==> config.mk <==
export PLATFORM = sky130hd
export DESIGN_NAME = cie_ctrl
export DESIGN_NICKNAME = d
export VERILOG_FILES = /design/src/verilog/cie_prio.v /design/src/verilog/cie_ctrl.v
export VERILOG_INCLUDE_DIRS = /design/src /design/src/include
export SDC_FILE = /design/constraint.sdc
export NUM_CORES = 1
export LEC_CHECK = 0
export BUFFER_PORTS_ARGS = -buffer_cell sky130_fd_sc_hd__buf_2
export CAP_MARGIN = 15
export CORE_MARGIN = 2
export CORE_UTILIZATION = 56
export DETAILED_ROUTE_END_ITERATION = 16
export PLACE_DENSITY = 0.9
export SKIP_CTS_REPAIR_TIMING = 1
export SYNTH_ARGS = -nofsm -noshare
export SYNTH_HDL_FRONTEND = slang
export SYNTH_SLANG_ARGS = --single-unit
==> constraint.sdc <==
create_clock -name clk_i -period 4 [get_ports clk_i]
set_input_delay 0.4 -clock clk_i [delete_from_list [all_inputs] [get_ports clk_i]]
set_output_delay 0.4 -clock clk_i [all_outputs]
set_load 0.02 [all_outputs]
==> src/include/cie_consts.vh <==
`ifndef CIE_CONSTS_VH
`define CIE_CONSTS_VH

// Source count and which sources follow a condition level
`define CIE_NSRC 8
`define CIE_IDXW 3
`define CIE_LEVEL_MASK 8'hf0

// Register offsets on the plain register port
`define CIE_ADDR_FLAGS 3'h0
`define CIE_ADDR_ENABLE 3'h1
`define CIE_ADDR_STATUS 3'h2
`define CIE_ADDR_SPL 3'h3
`define CIE_ADDR_SPH 3'h4
`define CIE_ADDR_INFO 3'h5

// Field positions and reset values
`define CIE_GIE_BIT 7
`define CIE_STATUS_RST 8'h00
`define CIE_SP_RST 16'h0000
`define CIE_ENABLE_RST 8'h00

// Vector placement, in program words
`define CIE_RESET_VEC 15'h0000
`define CIE_BOOT_START 15'h3800
`define CIE_VEC_STEP 15'h0002

// Timing counts in clock cycles
`define CIE_RESP_CYC 3'h4
`define CIE_JUMP_CYC 3'h3
`define CIE_WAKE_CYC 3'h4
`define CIE_RETURN_FROM_HANDLER_INSTR_CYC 3'h4
`define CIE_BOOT_CYC 3'h4

`endif

==> src/verilog/cie_prio.v <==
`timescale 1ns/1ps
`include "cie_consts.vh"

module cie_prio
(
  // Pending requests, bit 0 highest priority
  input wire [`CIE_NSRC-1:0] req_i,
  // Winner
  output reg any_o,
  output reg [`CIE_IDXW-1:0] idx_o
);

  wire [`CIE_NSRC-1:0] higher;

  // A bit sees a request above it when any lower index is asking
  genvar g;
  generate
    for (g = 0; g < `CIE_NSRC; g = g + 1)
    begin : g_chain
      if (g == 0)
      begin : g_first
        assign higher[g] = 1'b0;
      end
      else
      begin : g_rest
        assign higher[g] = higher[g-1] | req_i[g-1];
      end
    end
  endgenerate

  integer i;
  always @*
  begin
    any_o = |req_i;
    idx_o = {`CIE_IDXW{1'b0}};
    for (i = 0; i < `CIE_NSRC; i = i + 1)
      if (req_i[i] && !higher[i])
        idx_o = i[`CIE_IDXW-1:0];
  end

endmodule

==> src/verilog/cie_ctrl.v <==
`timescale 1ns/1ps
`include "cie_consts.vh"

// How it works
// - Taking an interrupt clears global enable
// - Handler setting enable allows nested interrupts
// - Return instruction sets global enable
// - Vectoring clears that source's pending flag
// - Writing one clears flag, zero keeps
// - Flags latch while global enable is off
// - Level sources request only while present
// - One main instruction runs after return
// - Disable instruction blocks same-cycle requests
// - Instruction after enable runs before interrupt
// - Response four cycles, pushing program counter
// - Vector jump takes three cycles
// - Multi-cycle instruction finishes before response
// - Wake from sleep adds four cycles
// - Return pops two bytes in four cycles
// - Boot fuse moves reset vector
// - Needs own enable and global enable
// - Lower vector index wins priority
// - Entry push lowers stack pointer by two
module cie_ctrl
(
  // Clock and reset
  input wire clk_i,
  input wire reset_i,
  // Register port
  input wire [2:0] reg_addr_i,
  input wire [7:0] reg_wdata_i,
  input wire reg_wr_i,
  input wire reg_rd_i,
  output reg [7:0] reg_rdata_o,
  // Interrupt sources
  input wire [`CIE_NSRC-1:0] src_i,
  // Instruction pipeline
  input wire instr_done_i,
  input wire instr_cli_i,
  input wire instr_sei_i,
  input wire instr_return_from_handler_instr_i,
  input wire [14:0] program_counter_i,
  input wire sleeping_i,
  input wire wake_ready_i,
  output reg cpu_hold_o,
  output reg pc_load_o,
  output reg [14:0] pc_value_o,
  output reg vector_jump_o,
  // Stack memory
  output reg stack_wr_o,
  output reg stack_rd_o,
  output reg [15:0] stack_addr_o,
  output reg [7:0] stack_wdata_o,
  input wire [7:0] stack_rdata_i,
  // Fuse pin
  input wire boot_reset_vector_fuse_i,
  // Status
  output reg gie_o
);

  localparam ST_BOOT = 3'h0;
  localparam ST_IDLE = 3'h1;
  localparam ST_SLEEPW = 3'h2;
  localparam ST_WAKE = 3'h3;
  localparam ST_RESP = 3'h4;
  localparam ST_JUMP = 3'h5;
  localparam ST_RETURN_FROM_HANDLER_INSTR = 3'h6;

  reg [2:0] state;
  reg [2:0] cnt;
  reg [7:0] flags;
  reg [7:0] enable;
  reg [7:0] status_word;
  reg [15:0] sp;
  reg [14:0] ret_pc;
  reg [`CIE_IDXW-1:0] act_idx;
  reg [7:0] ret_hi;
  reg fuse_s1;
  reg fuse_s2;
  reg fuse_s3;
  reg fuse_q;

  reg [7:0] next_flags;
  reg [7:0] sw_clr;
  reg [7:0] hw_clr;
  reg [7:0] pending;
  reg take;
  reg take_sleep;

  wire win_any;
  wire [`CIE_IDXW-1:0] win_idx;
  wire gie;
  wire [14:0] vec_addr;
  wire [14:0] boot_vec;

  assign gie = status_word[`CIE_GIE_BIT];
  // Vector n sits n+1 jump slots after the reset vector slot
  assign vec_addr = `CIE_VEC_STEP
    + {{(15-`CIE_IDXW){1'b0}}, act_idx} * `CIE_VEC_STEP;
  assign boot_vec = fuse_q ? `CIE_BOOT_START : `CIE_RESET_VEC;

  cie_prio u_prio
  (
    .req_i(pending),
    .any_o(win_any),
    .idx_o(win_idx)
  );

  always @*
  begin
    // Flag sources only latch; level sources bypass the flag
    pending = ((flags & ~`CIE_LEVEL_MASK)
      | (src_i & `CIE_LEVEL_MASK)) & enable;
    sw_clr = 8'h00;
    if (reg_wr_i && reg_addr_i == `CIE_ADDR_FLAGS)
      sw_clr = reg_wdata_i & ~`CIE_LEVEL_MASK;
    hw_clr = 8'h00;
    if (state == ST_RESP && cnt == 3'h3)
      hw_clr = 8'h01 << act_idx;
    // A new event beats any clear in the same cycle
    next_flags = (flags & ~sw_clr & ~hw_clr)
      | (src_i & ~`CIE_LEVEL_MASK);
    // Taken only at an instruction boundary or in sleep, never on the
    // boundary of a disable, enable or return instruction
    take = state == ST_IDLE && instr_done_i && gie
      && !instr_cli_i && !instr_sei_i && !instr_return_from_handler_instr_i
      && win_any;
    take_sleep = state == ST_IDLE && sleeping_i && !instr_done_i
      && gie && win_any;
  end

  // Fuse pin is asynchronous to the core clock; the chain keeps
  // running through reset so the boot vector sees a settled fuse
  always @(posedge clk_i)
  begin
    fuse_s1 <= boot_reset_vector_fuse_i;
    fuse_s2 <= fuse_s1;
    fuse_s3 <= fuse_s2;
    if (fuse_s2 == fuse_s3)
      fuse_q <= fuse_s3;
  end

  always @(posedge clk_i)
  begin
    if (reset_i)
    begin
      state <= ST_BOOT;
      cnt <= 3'h0;
      flags <= 8'h00;
      enable <= `CIE_ENABLE_RST;
      status_word <= `CIE_STATUS_RST;
      sp <= `CIE_SP_RST;
      ret_pc <= 15'h0000;
      act_idx <= {`CIE_IDXW{1'b0}};
      ret_hi <= 8'h00;
      reg_rdata_o <= 8'h00;
      cpu_hold_o <= 1'b1;
      pc_load_o <= 1'b0;
      pc_value_o <= 15'h0000;
      vector_jump_o <= 1'b0;
      stack_wr_o <= 1'b0;
      stack_rd_o <= 1'b0;
      stack_addr_o <= 16'h0000;
      stack_wdata_o <= 8'h00;
      gie_o <= 1'b0;
    end
    else
    begin
      pc_load_o <= 1'b0;
      stack_wr_o <= 1'b0;
      stack_rd_o <= 1'b0;
      flags <= next_flags;

      // Software side; hardware updates below take precedence
      reg_rdata_o <= 8'h00;
      if (reg_rd_i)
      begin
        case (reg_addr_i)
          `CIE_ADDR_FLAGS: reg_rdata_o <= flags;
          `CIE_ADDR_ENABLE: reg_rdata_o <= enable;
          `CIE_ADDR_STATUS: reg_rdata_o <= status_word;
          `CIE_ADDR_SPL: reg_rdata_o <= sp[7:0];
          `CIE_ADDR_SPH: reg_rdata_o <= sp[15:8];
          `CIE_ADDR_INFO: reg_rdata_o <= {win_any, state,
            {(4-`CIE_IDXW){1'b0}}, act_idx};
          default: reg_rdata_o <= 8'h00;
        endcase
      end
      if (reg_wr_i)
      begin
        case (reg_addr_i)
          `CIE_ADDR_ENABLE: enable <= reg_wdata_i;
          // Whole word is software's; entry never saves it
          `CIE_ADDR_STATUS: status_word <= reg_wdata_i;
          `CIE_ADDR_SPL: sp[7:0] <= reg_wdata_i;
          `CIE_ADDR_SPH: sp[15:8] <= reg_wdata_i;
          default: sp <= sp;
        endcase
      end
      if (instr_done_i && instr_cli_i)
        status_word[`CIE_GIE_BIT] <= 1'b0;
      if (instr_done_i && instr_sei_i)
        status_word[`CIE_GIE_BIT] <= 1'b1;

      case (state)
        ST_BOOT:
        begin
          // Gives the fuse synchroniser time to settle
          cnt <= cnt + 3'h1;
          if (cnt == `CIE_BOOT_CYC - 3'h1)
          begin
            cnt <= 3'h0;
            pc_load_o <= 1'b1;
            pc_value_o <= boot_vec;
            cpu_hold_o <= 1'b0;
            state <= ST_IDLE;
          end
        end
        ST_IDLE:
        begin
          cnt <= 3'h0;
          if (take || take_sleep)
          begin
            act_idx <= win_idx;
            ret_pc <= program_counter_i;
            status_word[`CIE_GIE_BIT] <= 1'b0;
            cpu_hold_o <= 1'b1;
            state <= take ? ST_RESP : ST_SLEEPW;
          end
          else if (instr_done_i && instr_return_from_handler_instr_i)
          begin
            cpu_hold_o <= 1'b1;
            stack_rd_o <= 1'b1;
            stack_addr_o <= sp + 16'h0001;
            state <= ST_RETURN_FROM_HANDLER_INSTR;
          end
        end
        ST_SLEEPW:
        begin
          if (wake_ready_i)
            state <= ST_WAKE;
        end
        ST_WAKE:
        begin
          cnt <= cnt + 3'h1;
          if (cnt == `CIE_WAKE_CYC - 3'h1)
          begin
            cnt <= 3'h0;
            state <= ST_RESP;
          end
        end
        ST_RESP:
        begin
          cnt <= cnt + 3'h1;
          case (cnt)
            3'h0:
            begin
              stack_wr_o <= 1'b1;
              stack_addr_o <= sp;
              stack_wdata_o <= ret_pc[7:0];
            end
            3'h1:
            begin
              stack_wr_o <= 1'b1;
              stack_addr_o <= sp - 16'h0001;
              stack_wdata_o <= {1'b0, ret_pc[14:8]};
            end
            3'h2: sp <= sp - 16'h0002;
            default:
            begin
              pc_load_o <= 1'b1;
              pc_value_o <= vec_addr;
              cpu_hold_o <= 1'b0;
              vector_jump_o <= 1'b1;
              cnt <= 3'h0;
              state <= ST_JUMP;
            end
          endcase
        end
        ST_JUMP:
        begin
          // Core runs the vector jump; nothing new is taken
          cnt <= cnt + 3'h1;
          if (cnt == `CIE_JUMP_CYC - 3'h1)
          begin
            vector_jump_o <= 1'b0;
            cnt <= 3'h0;
            state <= ST_IDLE;
          end
        end
        ST_RETURN_FROM_HANDLER_INSTR:
        begin
          cnt <= cnt + 3'h1;
          case (cnt)
            3'h0:
            begin
              stack_rd_o <= 1'b1;
              stack_addr_o <= sp + 16'h0002;
            end
            3'h1: ret_hi <= stack_rdata_i;
            3'h2:
            begin
              pc_value_o <= {ret_hi[6:0], stack_rdata_i};
              sp <= sp + 16'h0002;
            end
            default:
            begin
              pc_load_o <= 1'b1;
              status_word[`CIE_GIE_BIT] <= 1'b1;
              cpu_hold_o <= 1'b0;
              cnt <= 3'h0;
              state <= ST_IDLE;
            end
          endcase
        end
        default: state <= ST_IDLE;
      endcase
      gie_o <= gie;
    end
  end

endmodule

# Word level (Yosys, flattened, before mapping)
# Index checks and enable logic that the tools add are counted.
[word_totals]
reg_bits = 128
wordCells = 198
[classes]
add_sub_neg = 6
n_eq_ne = 28
shifts = 1
mux = 64
bitwise_logic = 15
n_reduce_logical = 60
[ops]
columns = ["operator", "n"]
rows = [
  ["$mux W16", 6],
  ["$pmux W16 S2", 2],
  ["$mux W3", 18],
  ["$pmux W16 S3", 1],
  ["$pmux W8 S6", 1],
  ["$mux W15", 3],
  ["$pmux W15 S3", 1],
  ["$mux W8", 5],
  ["$and A8 B8 Y8", 3],
  ["$logic_and A1 B1 Y1", 22],
  ["$pmux W3 S7", 1],
  ["$eq A3 B2 Y1 const B", 6],
  ["$ne A2 B2 Y1 const B", 9],
  ["$mux W1", 17],
  ["$add A16 B1 Y16 const B", 1],
  ["$add A16 B2 Y16 const B", 1],
  ["$pmux W8 S2", 1],
  ["$sub A16 B1 Y16 const B", 1],
  ["$sub A16 B2 Y16 const B", 1],
  ["$eq A3 B3 Y1 const B", 5],
  ["$mux W14", 1],
  ["$pmux W3 S4", 1],
  ["$logic_not A1 Y1", 11],
  ["$reduce_and A2 Y1", 5],
  ["28 further kinds", 51],
]

# Logic depth before layout (Yosys ltp)
# Gate-level depths: netlist (run 1).
[depth]
depth_word = 11
mapped_depth = 10
ltp_nobuf = 7

# Modules after synthesis
# Synthesis (run 1) repeated with hierarchy kept, for this count alone.
[unflattened]
hier_cells = 923
hier_area_um2 = 7289.5
[by_module_without_submodules]
columns = ["mod", "n_inst", "cells_per_inst", "area_per_inst_um2"]
rows = [
  ["cie_ctrl", 1, 909, 7206.9],
  ["cie_prio", 1, 14, 82.6],
]

# Least setup slack after synthesis (run 1)
# Ideal clock, no wire load.
[synth_path]
kind = "register -> register"
startpoint = "register sp[2]"
endpoint = "register sp[15]"
setup_time_ns = 0.074
arrival_ns = 2.193
required_time_ns = 3.926
path_slack_ns = 1.732
path_stages_with_launch = 10
n_path_buf = 2
synth_period_minus_slack_ns = 2.268
path_cell_list = "dfxtp_1 > clkbuf_1 > inv_1 > ha_1 > or4b_4 > buf_6 > nor4_4 > a21oi_1 > or3_1 > a31oi_1"
[synth_between]
elab_chain_cells = 3
word_cells_on_any_way = 5
[synth_lines]
columns = ["element", "line", "rtl"]
rows = [
  ["from (decl)", "cie_ctrl.v:74", "reg [15:0] sp;"],
  ["from (signal assigned)", "cie_ctrl.v:152", "sp <= `CIE_SP_RST;"],
  ["from (signal assigned)", "cie_ctrl.v:195", "`CIE_ADDR_SPL: sp[7:0] <= reg_wdata_i;"],
  ["from (signal assigned)", "cie_ctrl.v:197", "default: sp <= sp;"],
  ["$add A16 B2 Y16 / $sub A16 B2 Y16 (equally long branches)", "cie_ctrl.v:304, cie_ctrl.v:268", ""],
  ["$mux W16 (on tied branches)", "cie_ctrl.v:294, cie_ctrl.v:255", ""],
  ["$pmux W16 S2 (*)", "cie_ctrl.v:205", "case (state)"],
]
# Every way passes the cells marked *; elsewhere a longest branch is shown, timed or not.
# A chain may end at the register's enable or synchronous reset.

# Worst setup path after layout (run 1)
[layout_path]
startpoint = "register state[0]"
endpoint = "register state[1]"
[layout_between]
elab_chain_cells = 10
word_cells_on_any_way = 29
[layout_lines]
columns = ["element", "line", "rtl"]
rows = [
  ["from (decl)", "cie_ctrl.v:69", "reg [2:0] state;"],
  ["from (signal assigned)", "cie_ctrl.v:228", "state <= take ? ST_RESP : ST_SLEEPW;"],
  ["$eq A3 B1 Y1", "cie_ctrl.v:125, cie_ctrl.v:128, cie_ctrl.v:205", ""],
  ["$logic_and A1 B1 Y1 (2 in series)", "cie_ctrl.v:125", "take = state == ST_IDLE && instr_done_i && gie"],
  ["$logic_and A1 B1 Y1 (3 in series)", "cie_ctrl.v:126", "&& !instr_cli_i && !instr_sei_i && !instr_return_from_handler_instr_i"],
  ["$logic_and A1 B1 Y1", "cie_ctrl.v:127", "&& win_any;"],
  ["$mux W3 / $logic_or A1 B1 Y1 (equally long branches)", "cie_ctrl.v:228, cie_ctrl.v:222", ""],
  ["$mux W3 / $ne A3 B1 Y1 (equally long branches)", "-", ""],
  ["$pmux W3 S7 / $reduce_and A7 Y1 (equally long branches)", "-", ""],
]
# Several ways; a longest one is shown, not always the timed one.

==> impl_metrics.py, run 1 <==
metrics = {
    "synthesis": {
        "avgSynthCellArea_um2": 8.10,
        "yosysUniqueCellTypes": 71,
        "synth_fp_nets": 949,
        "yosysWarnings": 0,
        "ys_ff_latch": 128,
        "synth_edf_count": 1,
        "synthArstFlopShare": 0,
        "ys_seq_area_frac": 0.361,
        "netlist_area_mm2": 0.00712,
        "synth_top_flop_cell": "dfxtp_1",
        "synth_cells": 879,
    },
    "sta": {
        "finClkSkew_ns": 0.0200,
        "rsz0062_at_grt": "no",
        "max_slew_margin": 0.273,
        "worstMarginPinSlew_ns": 1.09,
        "final_max_slew_viol_count": 0,
        "period_share": 0.710,
        "hold_violations": 0,
        "fin_crit_ns": 2.84,
        "fin_setup_tns_ns": 0,
        "max_freq_ghz": 0.352,
        "setup_viol_count_final": 0,
    },
    "drt": {
        "drc": 0,
        "drt.antenna.violating_nets": 0,
        "route.met2.wl_mm": 9.68,
        "dr_wl_met3_mm": 1.94,
        "vias": 7129,
        "drtPass1Iterations": 6,
        "top_layer_used": "met4",
        "detail_route.wl_per_cell_um": 18.4,
        "drt-met1-wl_mm": 8.20,
        "vias_per_cell": 6.35,
        "drt_iter0_markers": 831,
        "routed_wl_mm": 20.7,
    },
    "floorplan": {
        "die-area_mm2": 0.0136,
        "num_io_pins": 106,
        "num_rows": 41,
        "start_util": 0.569,
        "dieWidth_um": 117,
        "die_h_um": 117,
        "core_mm2": 0.0125,
    },
    "power": {
        "total_power_mw": 4.26,
        "power_density_mw_per_mm2": 521,
        "p_int_mw": 2.76,
        "pwr-share-seq": 0.366,
        "p_leak_nw": 3.08,
        "power_frac_comb": 0.303,
        "p_sw_mw": 1.50,
        "peakVddDrop_mv": 0.363,
        "swShare": 0.352,
        "clkPwrFrac": 0.330,
    },
    "critical_path": {
        "critPathMaxStageDelay_ns": 0.87,
        "path_cells": "nor3b_2 > o211a_1 > and2_1 > o21ai_0 > o32ai_1",
        "required_ns": 4.34,
        "cp_max_fo": 22,
        "end_kind": "flip-flop",
        "start_kind": "flip-flop",
        "cp_slowest_cell": "and2_1",
        "critPathKind": "reg -> reg",
        "worst_r2r_path_depth": 5,
        "arrival_ns": 3.18,
    },
    "global_route": {
        "grt_antenna_before_repair": 0,
        "grt-ovfl-total": 0,
        "grt_max_degree": 97,
        "grt_pass1_wl_mm": 32.5,
        "grt_use_total": 0.306,
        "grt_pass1_vias": 6398,
    },
    "clocking": {
        "cts_buffers": 17,
        "clk_latency_ns": 0.43,
        "clockBufferDepth": 2,
        "htree_levels": 4,
        "cts_tree": "yes",
        "cts.clk_slew.worst_paths_ns": 0.06,
        "clock-sinks": 128,
        "clockRootBuffer": "clkbuf_16",
    },
    "cells_and_area": {
        "n_antenna_cell": 0,
        "fin_nets": 1009,
        "nFillCells": 1036,
        "drive_gt1_frac": 0.177,
        "area_growth_pct": 14.9,
    },
    "flow_run": {
        "drv_cap": 0,
    },
    "placement": {
        "gp_congestion": 0.995,
        "portBuffers": 105,
        "dpl.hpwl_mm": 14.1,
    },
    "run_status": {
        "status": "complete, no violations",
    },
    "min_path": {
        "hp-class": "in -> reg",
        "hold_path_depth": 1,
    },
}
==> kinds of logic (layout without fill, tap and decap cells) <==
| group | count (synthesis) | in the layout | share of synthesized area |
|---|---|---|---|
| AOI/OAI and AO/OA | 205 | 205 | 0.187 |
| adders and majority gates | 17 | 17 | 0.0299 |
| DFF | 128 | 128 | 0.361 |
| buffers and inverters | 95 | 166 | 0.0536 |
| xor gates and xnor gates | 22 | 22 | 0.0271 |
| muxes | 59 | 59 | 0.0866 |
| and+or+nand+nor | 353 | 353 | 0.255 |
==> placed cells by master (no fill, tap or decap), types with 6 or more instances in the layout <==
master	instances
a311oi_1	11
o21ai_0	34
o22ai_1	6
nand3b_1	11
nand2b_1	21
xor2_1	6
dfxtp_1	127
mux2i_1	47
or4_1	7
o211ai_1	7
or3_1	7
xnor2_1	16
and3_1	7
buf_4	13
nor2b_1	11
a22oi_1	12
nand4_1	13
a21oi_1	62
nand3_1	34
a211oi_1	20
mux2_2	10
a31oi_1	11
and2_1	7
nor2_1	105
ha_1	17
buf_2	104
nand2_1	69
clkbuf_16	17
nor3_1	19
inv_1	18
nor4_1	13
==> worst max-delay path, delay by kind of cell (launching register included) <==
kind | cells | cell delay (ns)
AOI/OAI and AO/OA | 3 | 0.75
DFF | 1 | 0.72
and+or+nand+nor | 2 | 1.27
==> layout make-up <==
| class | count | area [um2] | share of cell area |
|---|---|---|---|
| inverter | 19 | 71.3 | 0.00872 |
| clock buffer | 23 | 468 | 0.0572 |
| timing repair buffer | 117 | 618 | 0.0756 |
| clock inverter | 7 | 63.8 | 0.00780 |
| sequential | 128 | 2570 | 0.314 |
| tap | 172 | 215 | 0.0263 |
| multi-input combinational | 656 | 4170 | 0.510 |
==> registers in the layout, summed over array words and instances (netlist names) <==
register,flops
act_idx,3
cnt,3
cpu_hold_o,1
enable,8
flags,8
fuse_q,1
fuse_s1,1
fuse_s2,1
fuse_s3,1
gie_o,1
pc_load_o,1
pc_value_o,15
reg_rdata_o,8
ret_hi,7
ret_pc,15
sp,16
stack_addr_o,16
stack_rd_o,1
stack_wdata_o,8
stack_wr_o,1
state,3
status_word,8
vector_jump_o,1
==> layer usage <==
metal	vias up	track usage
met5	-	0
met4	0	0.153
met3	87	0.0685
met2	413	0.487
met1	3331	0.392
li1	3298	-
==> synth_stat cells (all sizes together), types with 5 or more instances <==
library cell | instances | area share
nor2 | 105 | 0.055
nand3b | 11 | 0.012
o21ai | 37 | 0.026
a21oi | 63 | 0.044
nor2b | 11 | 0.0097
nand4 | 13 | 0.011
a211oi | 20 | 0.021
and3 | 7 | 0.0061
nand3 | 34 | 0.024
a31oi | 11 | 0.0097
clkbuf | 59 | 0.031
a222oi | 5 | 0.0070
mux2 | 11 | 0.017
a311oi | 11 | 0.014
dfxtp | 127 | 0.36
inv | 18 | 0.0095
nor3 | 22 | 0.018
mux2i | 47 | 0.066
o22ai | 6 | 0.0053
and2 | 7 | 0.0061
ha | 17 | 0.030
a22oi | 12 | 0.013
a221oi | 5 | 0.0061
nand2 | 69 | 0.036
or2 | 5 | 0.0044
nand2b | 21 | 0.018
o211ai | 7 | 0.0074
buf | 17 | 0.012
or3 | 7 | 0.0061
nor3b | 6 | 0.0070
xnor2 | 16 | 0.020
nor4 | 15 | 0.016
or4 | 7 | 0.0074
xor2 | 6 | 0.0074
==> path summary, 6_finish.rpt <==
path / from / end / slack (ns)
worst max-delay path: state[0] / state[1] / 1.16
worst min-delay path: boot_reset_vector_fuse_i / fuse_s1 / 0.07
worst max register to register: state[0] / state[1] / 1.16
worst min register to register: fuse_s1 / fuse_s2 / 0.32
==> power by group through the flow <==
stage	registers (mW)	clock network, mW	logic [mW]
after floorplan	1.60	0	0.895
after global placement	1.57	0	1.24
after detailed placement	1.58	0	1.26
after CTS	1.55	1.42	1.27
after global routing	1.58	1.49	1.41
final	1.56	1.41	1.29
==> metrics by stage <==
stage	util	instances	worst slack [ns]	hold WS, ns	instance area [um2]
5_1_grt	0.654	1122	0.940	0.0712	8180
3_5_place_dp	0.611	1092	1.27	0.315	7650
6_report	0.654	1122	1.16	0.0719	8180
4_1_cts	0.654	1122	1.21	0.0619	8180
3_3_place_gp	0.611	1092	1.36	0.314	7650
2_1_floorplan	-	879	1.73	0.310	7120
No activity file was read; power rests on OpenSTA's default activity.
==> inputs of run 2 (changes only) <==
--- a/config.mk
+++ b/config.mk
@@ -6,12 +6,13 @@
 export SDC_FILE = /design/constraint.sdc
 export NUM_CORES = 1
 export LEC_CHECK = 0
+export ABC_AREA = 1
 export BUFFER_PORTS_ARGS = -buffer_cell sky130_fd_sc_hd__buf_2
 export CAP_MARGIN = 15
 export CORE_MARGIN = 2
 export CORE_UTILIZATION = 56
 export DETAILED_ROUTE_END_ITERATION = 16
-export PLACE_DENSITY = 0.9
+export PLACE_DENSITY = 0.89
 export SKIP_CTS_REPAIR_TIMING = 1
 export SYNTH_ARGS = -nofsm -noshare
 export SYNTH_HDL_FRONTEND = slang
==> constraint.sdc (replaced) <==
create_clock -name clk_i -period 2.7 [get_ports clk_i]
set_input_delay 0.27 -clock clk_i [delete_from_list [all_inputs] [get_ports clk_i]]
set_output_delay 0.27 -clock clk_i [all_outputs]
set_load 0.02 [all_outputs]
==> impl_metrics.py, run 2 <==
metrics = {
    "global_route": {
        "grt_use_total": 0.331,
        "grt_pass1_vias": 7302,
        "grt_antenna_before_repair": 0,
        "grt_pass1_wl_mm": 36.5,
        "grt_max_degree": 50,
        "grt-ovfl-total": 0,
    },
    "cells_and_area": {
        "layout_common_cells": "nand2_1 (282), nor2_1 (165), dfxtp_1 (127)",
        "area_growth_pct": 16.1,
        "n_antenna_cell": 0,
        "fin_cells": 1398,
        "stdcell_area_mm2": 0.00838,
        "fin_nets": 1283,
        "nFillCells": 1140,
        "largest_registers": "sp (16), stack_addr_o (16)",
        "drive_gt1_frac": 0.144,
        "layout_commonest_cell": "nand2_1",
    },
    "min_path": {
        "hold_path_depth": 3,
        "hp-class": "in -> reg",
    },
    "drt": {
        "drt.antenna.violating_nets": 0,
        "drc": 0,
        "detail_route.wl_per_cell_um": 16.3,
        "routed_wl_mm": 22.7,
        "vias": 7987,
        "drtPass1Iterations": 6,
        "drt_iter0_markers": 909,
        "vias_per_cell": 5.71,
    },
    "critical_path": {
        "worst_r2r_path_depth": 8,
        "required_ns": 3.06,
        "start_kind": "flip-flop",
        "cp_max_fo": 23,
        "arrival_ns": 2.68,
        "rrSetupSlack_ns": 0.38,
        "crit_end": "pc_value_o[11]",
        "end_kind": "flip-flop",
        "r2r_start": "state[1]",
        "r2r-end": "pc_value_o[11]",
        "critPathKind": "reg -> reg",
        "critPathLaunch": "state[1]",
    },
    "sta": {
        "setup_viol_count_final": 0,
        "hold_violations": 0,
        "worstMarginPinSlew_ns": 0.599,
        "rsz0062_at_grt": "no",
        "fin_setup_tns_ns": 0,
        "fin_crit_ns": 2.32,
        "final_max_slew_viol_count": 0,
        "period_share": 0.861,
        "max_freq_ghz": 0.430,
        "max_slew_margin": 0.600,
        "timing.hold.ws_ns": 0.0390,
        "finClkSkew_ns": 0.00750,
    },
    "run_status": {
        "status": "complete, no violations",
    },
    "synthesis": {
        "netlist.area_leader.share": 0.352,
        "ys_ff_latch": 128,
        "synth_edf_count": 1,
        "synth_cells": 1120,
        "synth.most_common_cell": "nand2_1",
        "yosysUniqueCellTypes": 40,
        "netlist_area_mm2": 0.00721,
        "yosysWarnings": 0,
        "synth_top_flop_cell": "dfxtp_1",
        "avgSynthCellArea_um2": 6.44,
        "synth_fp_nets": 1190,
        "synthArstFlopShare": 0,
        "synth_area_leaders": "dfxtp_1 (35%), nand2_1 (15%), nor2_1 (8.6%)",
        "synth_common_cells": "nand2_1 (282), nor2_1 (165), dfxtp_1 (127)",
        "yosys.area.top_type": "dfxtp_1",
        "ys_seq_area_frac": 0.357,
    },
    "floorplan": {
        "start_util": 0.572,
        "num_rows": 41,
        "die_h_um": 117,
        "dieWidth_um": 117,
        "num_io_pins": 106,
        "die-area_mm2": 0.0138,
        "core_mm2": 0.0126,
    },
    "clocking": {
        "clock-sinks": 128,
        "clockRootBuffer": "clkbuf_16",
        "cts_buffers": 17,
        "clk_latency_ns": 0.44,
        "clockBufferDepth": 2,
        "htree_levels": 4,
        "cts.clk_slew.worst_paths_ns": 0.06,
        "cts_tree": "yes",
    },
    "power": {
        "peakVddDrop_mv": 0.720,
        "power_density_mw_per_mm2": 697,
        "total_power_mw": 5.84,
        "p_leak_nw": 4.00,
    },
    "placement": {
        "dpl_cell_area_mm2": 0.00780,
        "dp_cells": 1365,
        "gp_congestion": 1.02,
        "dpl.hpwl_mm": 16.3,
        "portBuffers": 105,
    },
    "flow_run": {
        "drv_cap": 0,
    },
}
run 2: per-layer routing:
layer	vias up	routed length, um	GRT usage
li1	3833	-	-
met1	3670	9190	0.419
met2	414	10700	0.544
met3	70	2010	0.0630
met4	0	838	0.158
met5	-	0	0
run 2: cells by family after synthesis:
| family | count (synthesis) | synth area share |
|---|---|---|
| simple gates | 578 | 0.335 |
| compound gates | 228 | 0.171 |
| buf+inv | 161 | 0.0973 |
| flops | 128 | 0.357 |
| fa+ha+maj | 17 | 0.0295 |
| xor+xnor | 8 | 0.00971 |
run 2: power by group:
part	internal, mW	leakage, nW	switching, mW
Clock	1.31	0.269	0.901
Combinational	0.449	2.69	0.994
Sequential	2.04	1.04	0.140
Total	3.80	4.00	2.04
run 2: area by class of cell:
class                           count  area [um2]  share of cell area
Clock buffer                       20         457              0.0545
Clock inverter                     12         110              0.0131
Inverter                          115         444              0.0530
Multi-Input combinational cell    831        3940               0.470
Sequential cell                   128        2570               0.307
Tap cell                          172         215              0.0257
Timing Repair Buffer              120         641              0.0765
run 2: worst min-delay path by stage:
stage / end / from
floorplan: fuse_s1 / boot_reset_vector_fuse_i
global placement: fuse_s2 / fuse_s1
detailed placement: fuse_s2 / fuse_s1
CTS: fuse_s1 / boot_reset_vector_fuse_i
global route: ret_pc[1] / program_counter_i[1]
finish: flags[0] / src_i[0]
run 2: critical path: stages (launching register included):
cell and delay (ns):
dfxtp_1 0.59, nor2_1 0.17, nand2_2 0.31, inv_2 0.28, nand2_1 0.14, nand3_1 0.12
inv_2 0.26, o21ai_0 0.15, a31oi_1 0.23
run 2: metrics by stage:
step / util / setup WS, ns
floorplan: - / 0.896
global route: 0.664 / 0.257
finish: 0.664 / 0.375
global placement: 0.618 / 0.608
CTS: 0.663 / 0.442
detailed placement: 0.618 / 0.529
==> inputs of run 3 (changes only) <==
--- a/config.mk
+++ b/config.mk
@@ -7,12 +7,12 @@
 export NUM_CORES = 1
 export LEC_CHECK = 0
 export ABC_AREA = 1
-export BUFFER_PORTS_ARGS = -buffer_cell sky130_fd_sc_hd__buf_2
 export CAP_MARGIN = 15
 export CORE_MARGIN = 2
 export CORE_UTILIZATION = 56
 export DETAILED_ROUTE_END_ITERATION = 16
-export PLACE_DENSITY = 0.89
+export DONT_BUFFER_PORTS = 1
+export PLACE_DENSITY = 0.82
 export SKIP_CTS_REPAIR_TIMING = 1
 export SYNTH_ARGS = -nofsm -noshare
 export SYNTH_HDL_FRONTEND = slang
==> impl_metrics.py, run 3 (synthesis results as in run 2) <==
metrics = {
    "run_status": {
        "status": "complete, but fails checks",
        "violations": "negative hold slack",
    },
    "power": {
        "p_leak_nw": 3.59,
        "total_power_mw": 5.87,
        "power_frac_comb": 0.205,
        "power_density_mw_per_mm2": 726,
        "p_int_mw": 3.88,
        "p_sw_mw": 1.98,
        "clkPwrFrac": 0.401,
        "pwr-share-seq": 0.394,
        "swShare": 0.338,
        "peakVddDrop_mv": 0.511,
    },
    "critical_path": {
        "start_kind": "flip-flop",
        "end_kind": "flip-flop",
        "rrSetupSlack_ns": 0.27,
        "r2r_start": "state[1]",
        "required_ns": 3.01,
        "arrival_ns": 2.74,
        "r2r-end": "flags[3]",
        "critPathKind": "reg -> reg",
        "worst_r2r_path_depth": 7,
        "cp_max_fo": 15,
    },
    "sta": {
        "final_max_slew_viol_count": 0,
        "max_freq_ghz": 0.411,
        "worstMarginPinSlew_ns": 0.609,
        "finClkSkew_ns": 0.00720,
        "setup_viol_count_final": 0,
        "rsz0062_at_grt": "no",
        "period_share": 0.902,
        "fin_crit_ns": 2.43,
        "max_slew_margin": 0.592,
        "timing.hold.ws_ns": -0.0193,
        "hold_violations": 8,
        "fin_setup_tns_ns": 0,
    },
    "clocking": {
        "htree_levels": 4,
        "cts_buffers": 17,
        "clock-sinks": 128,
        "clockBufferDepth": 2,
        "clockRootBuffer": "clkbuf_16",
        "clk_latency_ns": 0.42,
        "cts.clk_slew.worst_paths_ns": 0.06,
        "cts_tree": "yes",
    },
    "drt": {
        "vias": 7650,
        "drtPass1Iterations": 6,
        "detail_route.wl_per_cell_um": 17.2,
        "drt.antenna.violating_nets": 0,
        "vias_per_cell": 5.85,
        "drt_iter0_markers": 768,
        "drc": 0,
        "routed_wl_mm": 22.4,
    },
    "flow_run": {
        "drv_cap": 0,
    },
    "cells_and_area": {
        "layout_common_cells": "nand2_1 (282), nor2_1 (165), dfxtp_1 (127)",
        "multi_input_area_mm2": 0.00394,
        "fin_cells": 1308,
        "area_growth_pct": 12.1,
        "area.sequential_mm2": 0.00257,
        "largest_registers": "sp (16), stack_addr_o (16)",
        "layout_commonest_cell": "nand2_1",
        "fin_nets": 1193,
        "nFillCells": 1164,
        "n_antenna_cell": 0,
        "drive_gt1_frac": 0.0590,
    },
    "floorplan": {
        "core_mm2": 0.0126,
        "dieWidth_um": 117,
        "num_rows": 41,
        "start_util": 0.572,
        "num_io_pins": 106,
        "die_h_um": 117,
        "die-area_mm2": 0.0138,
    },
    "placement": {
        "dp_cells": 1253,
        "gp_congestion": 1.01,
        "portBuffers": 0,
        "dpl.hpwl_mm": 15.5,
    },
    "min_path": {
        "hold_path_depth": 2,
        "hold_start": "program_counter_i[11]",
        "min_delay_worst_endpoint": "ret_pc[11]",
        "hp-class": "in -> reg",
    },
    "global_route": {
        "grt-ovfl-total": 0,
        "grt_pass1_wl_mm": 34.9,
        "grt_pass1_vias": 6913,
        "grt_use_total": 0.314,
        "grt_max_degree": 69,
        "grt_antenna_before_repair": 0,
    },
}
==> run 3: cell types whose count changed in the layout (fill, tap and decap cells not counted), sizes merged <==
cell         change
dlygate4sd3     +21
clkinvlp         -1
buf            -111
clkinv           -1
bufinv           +1
clkbuf           +1
==> run 3: power groups by stage <==
stage,Clock [mW],Combinational [mW],Sequential [mW]
global route,2.45,1.35,2.33
finish,2.35,1.20,2.31
global placement,0,1.11,2.35
CTS,2.35,1.14,2.31
floorplan,0,0.942,2.28
detailed placement,0,1.12,2.35
==> run 3: per-layer routing <==
layer / up-vias / track usage / part of all wire
li1: 3671 / - / -
met4: 0 / 0.143 / 0.043
met2: 431 / 0.499 / 0.46
met5: - / 0 / 0
met3: 85 / 0.0916 / 0.11
met1: 3463 / 0.396 / 0.39
==> run 3: worst max-delay path by stage <==
stage             start               to  slack [ns]  cells past startpoint
6_report       state[1]         flags[3]        0.27                      7
5_1_grt        state[1]         flags[3]        0.13                      7
4_1_cts          cnt[1]   pc_value_o[12]        0.57                      9
3_5_place_dp     cnt[1]  stack_addr_o[9]        0.59                     10
3_3_place_gp     cnt[1]  stack_addr_o[9]        0.65                     10
2_1_floorplan    cnt[1]  stack_addr_o[8]        0.90                     13
==> run 3: final cells by class <==
cell class,count,area share
timing repair buffer,30,0.0378
clock buffer,21,0.0594
tap,172,0.0266
clock inverter,11,0.0158
multi-input combinational,831,0.487
sequential,128,0.318
inverter,115,0.0549
==> run 3: critical path, stage by stage, from the launching register on <==
cell and delay, ns:
dfxtp_1 0.43, nor2_1 0.29, nand2_2 0.27, nor2_1 0.46, nand2_1 0.12, nand3_1 0.11, a21oi_1 0.06, dlygate4sd3_1 0.57
==> run 3: through the flow <==
step,setup slack (ns),utilization,hold WS [ns],cell area (um2)
final,0.265,0.641,-0.0193,8080
after global routing,0.132,0.641,0.00128,8080
after CTS,0.569,0.622,-0.136,7840
after detailed placement,0.589,0.573,0.298,7240
after global placement,0.650,0.573,0.298,7240
after floorplan,0.896,-,0.298,7210
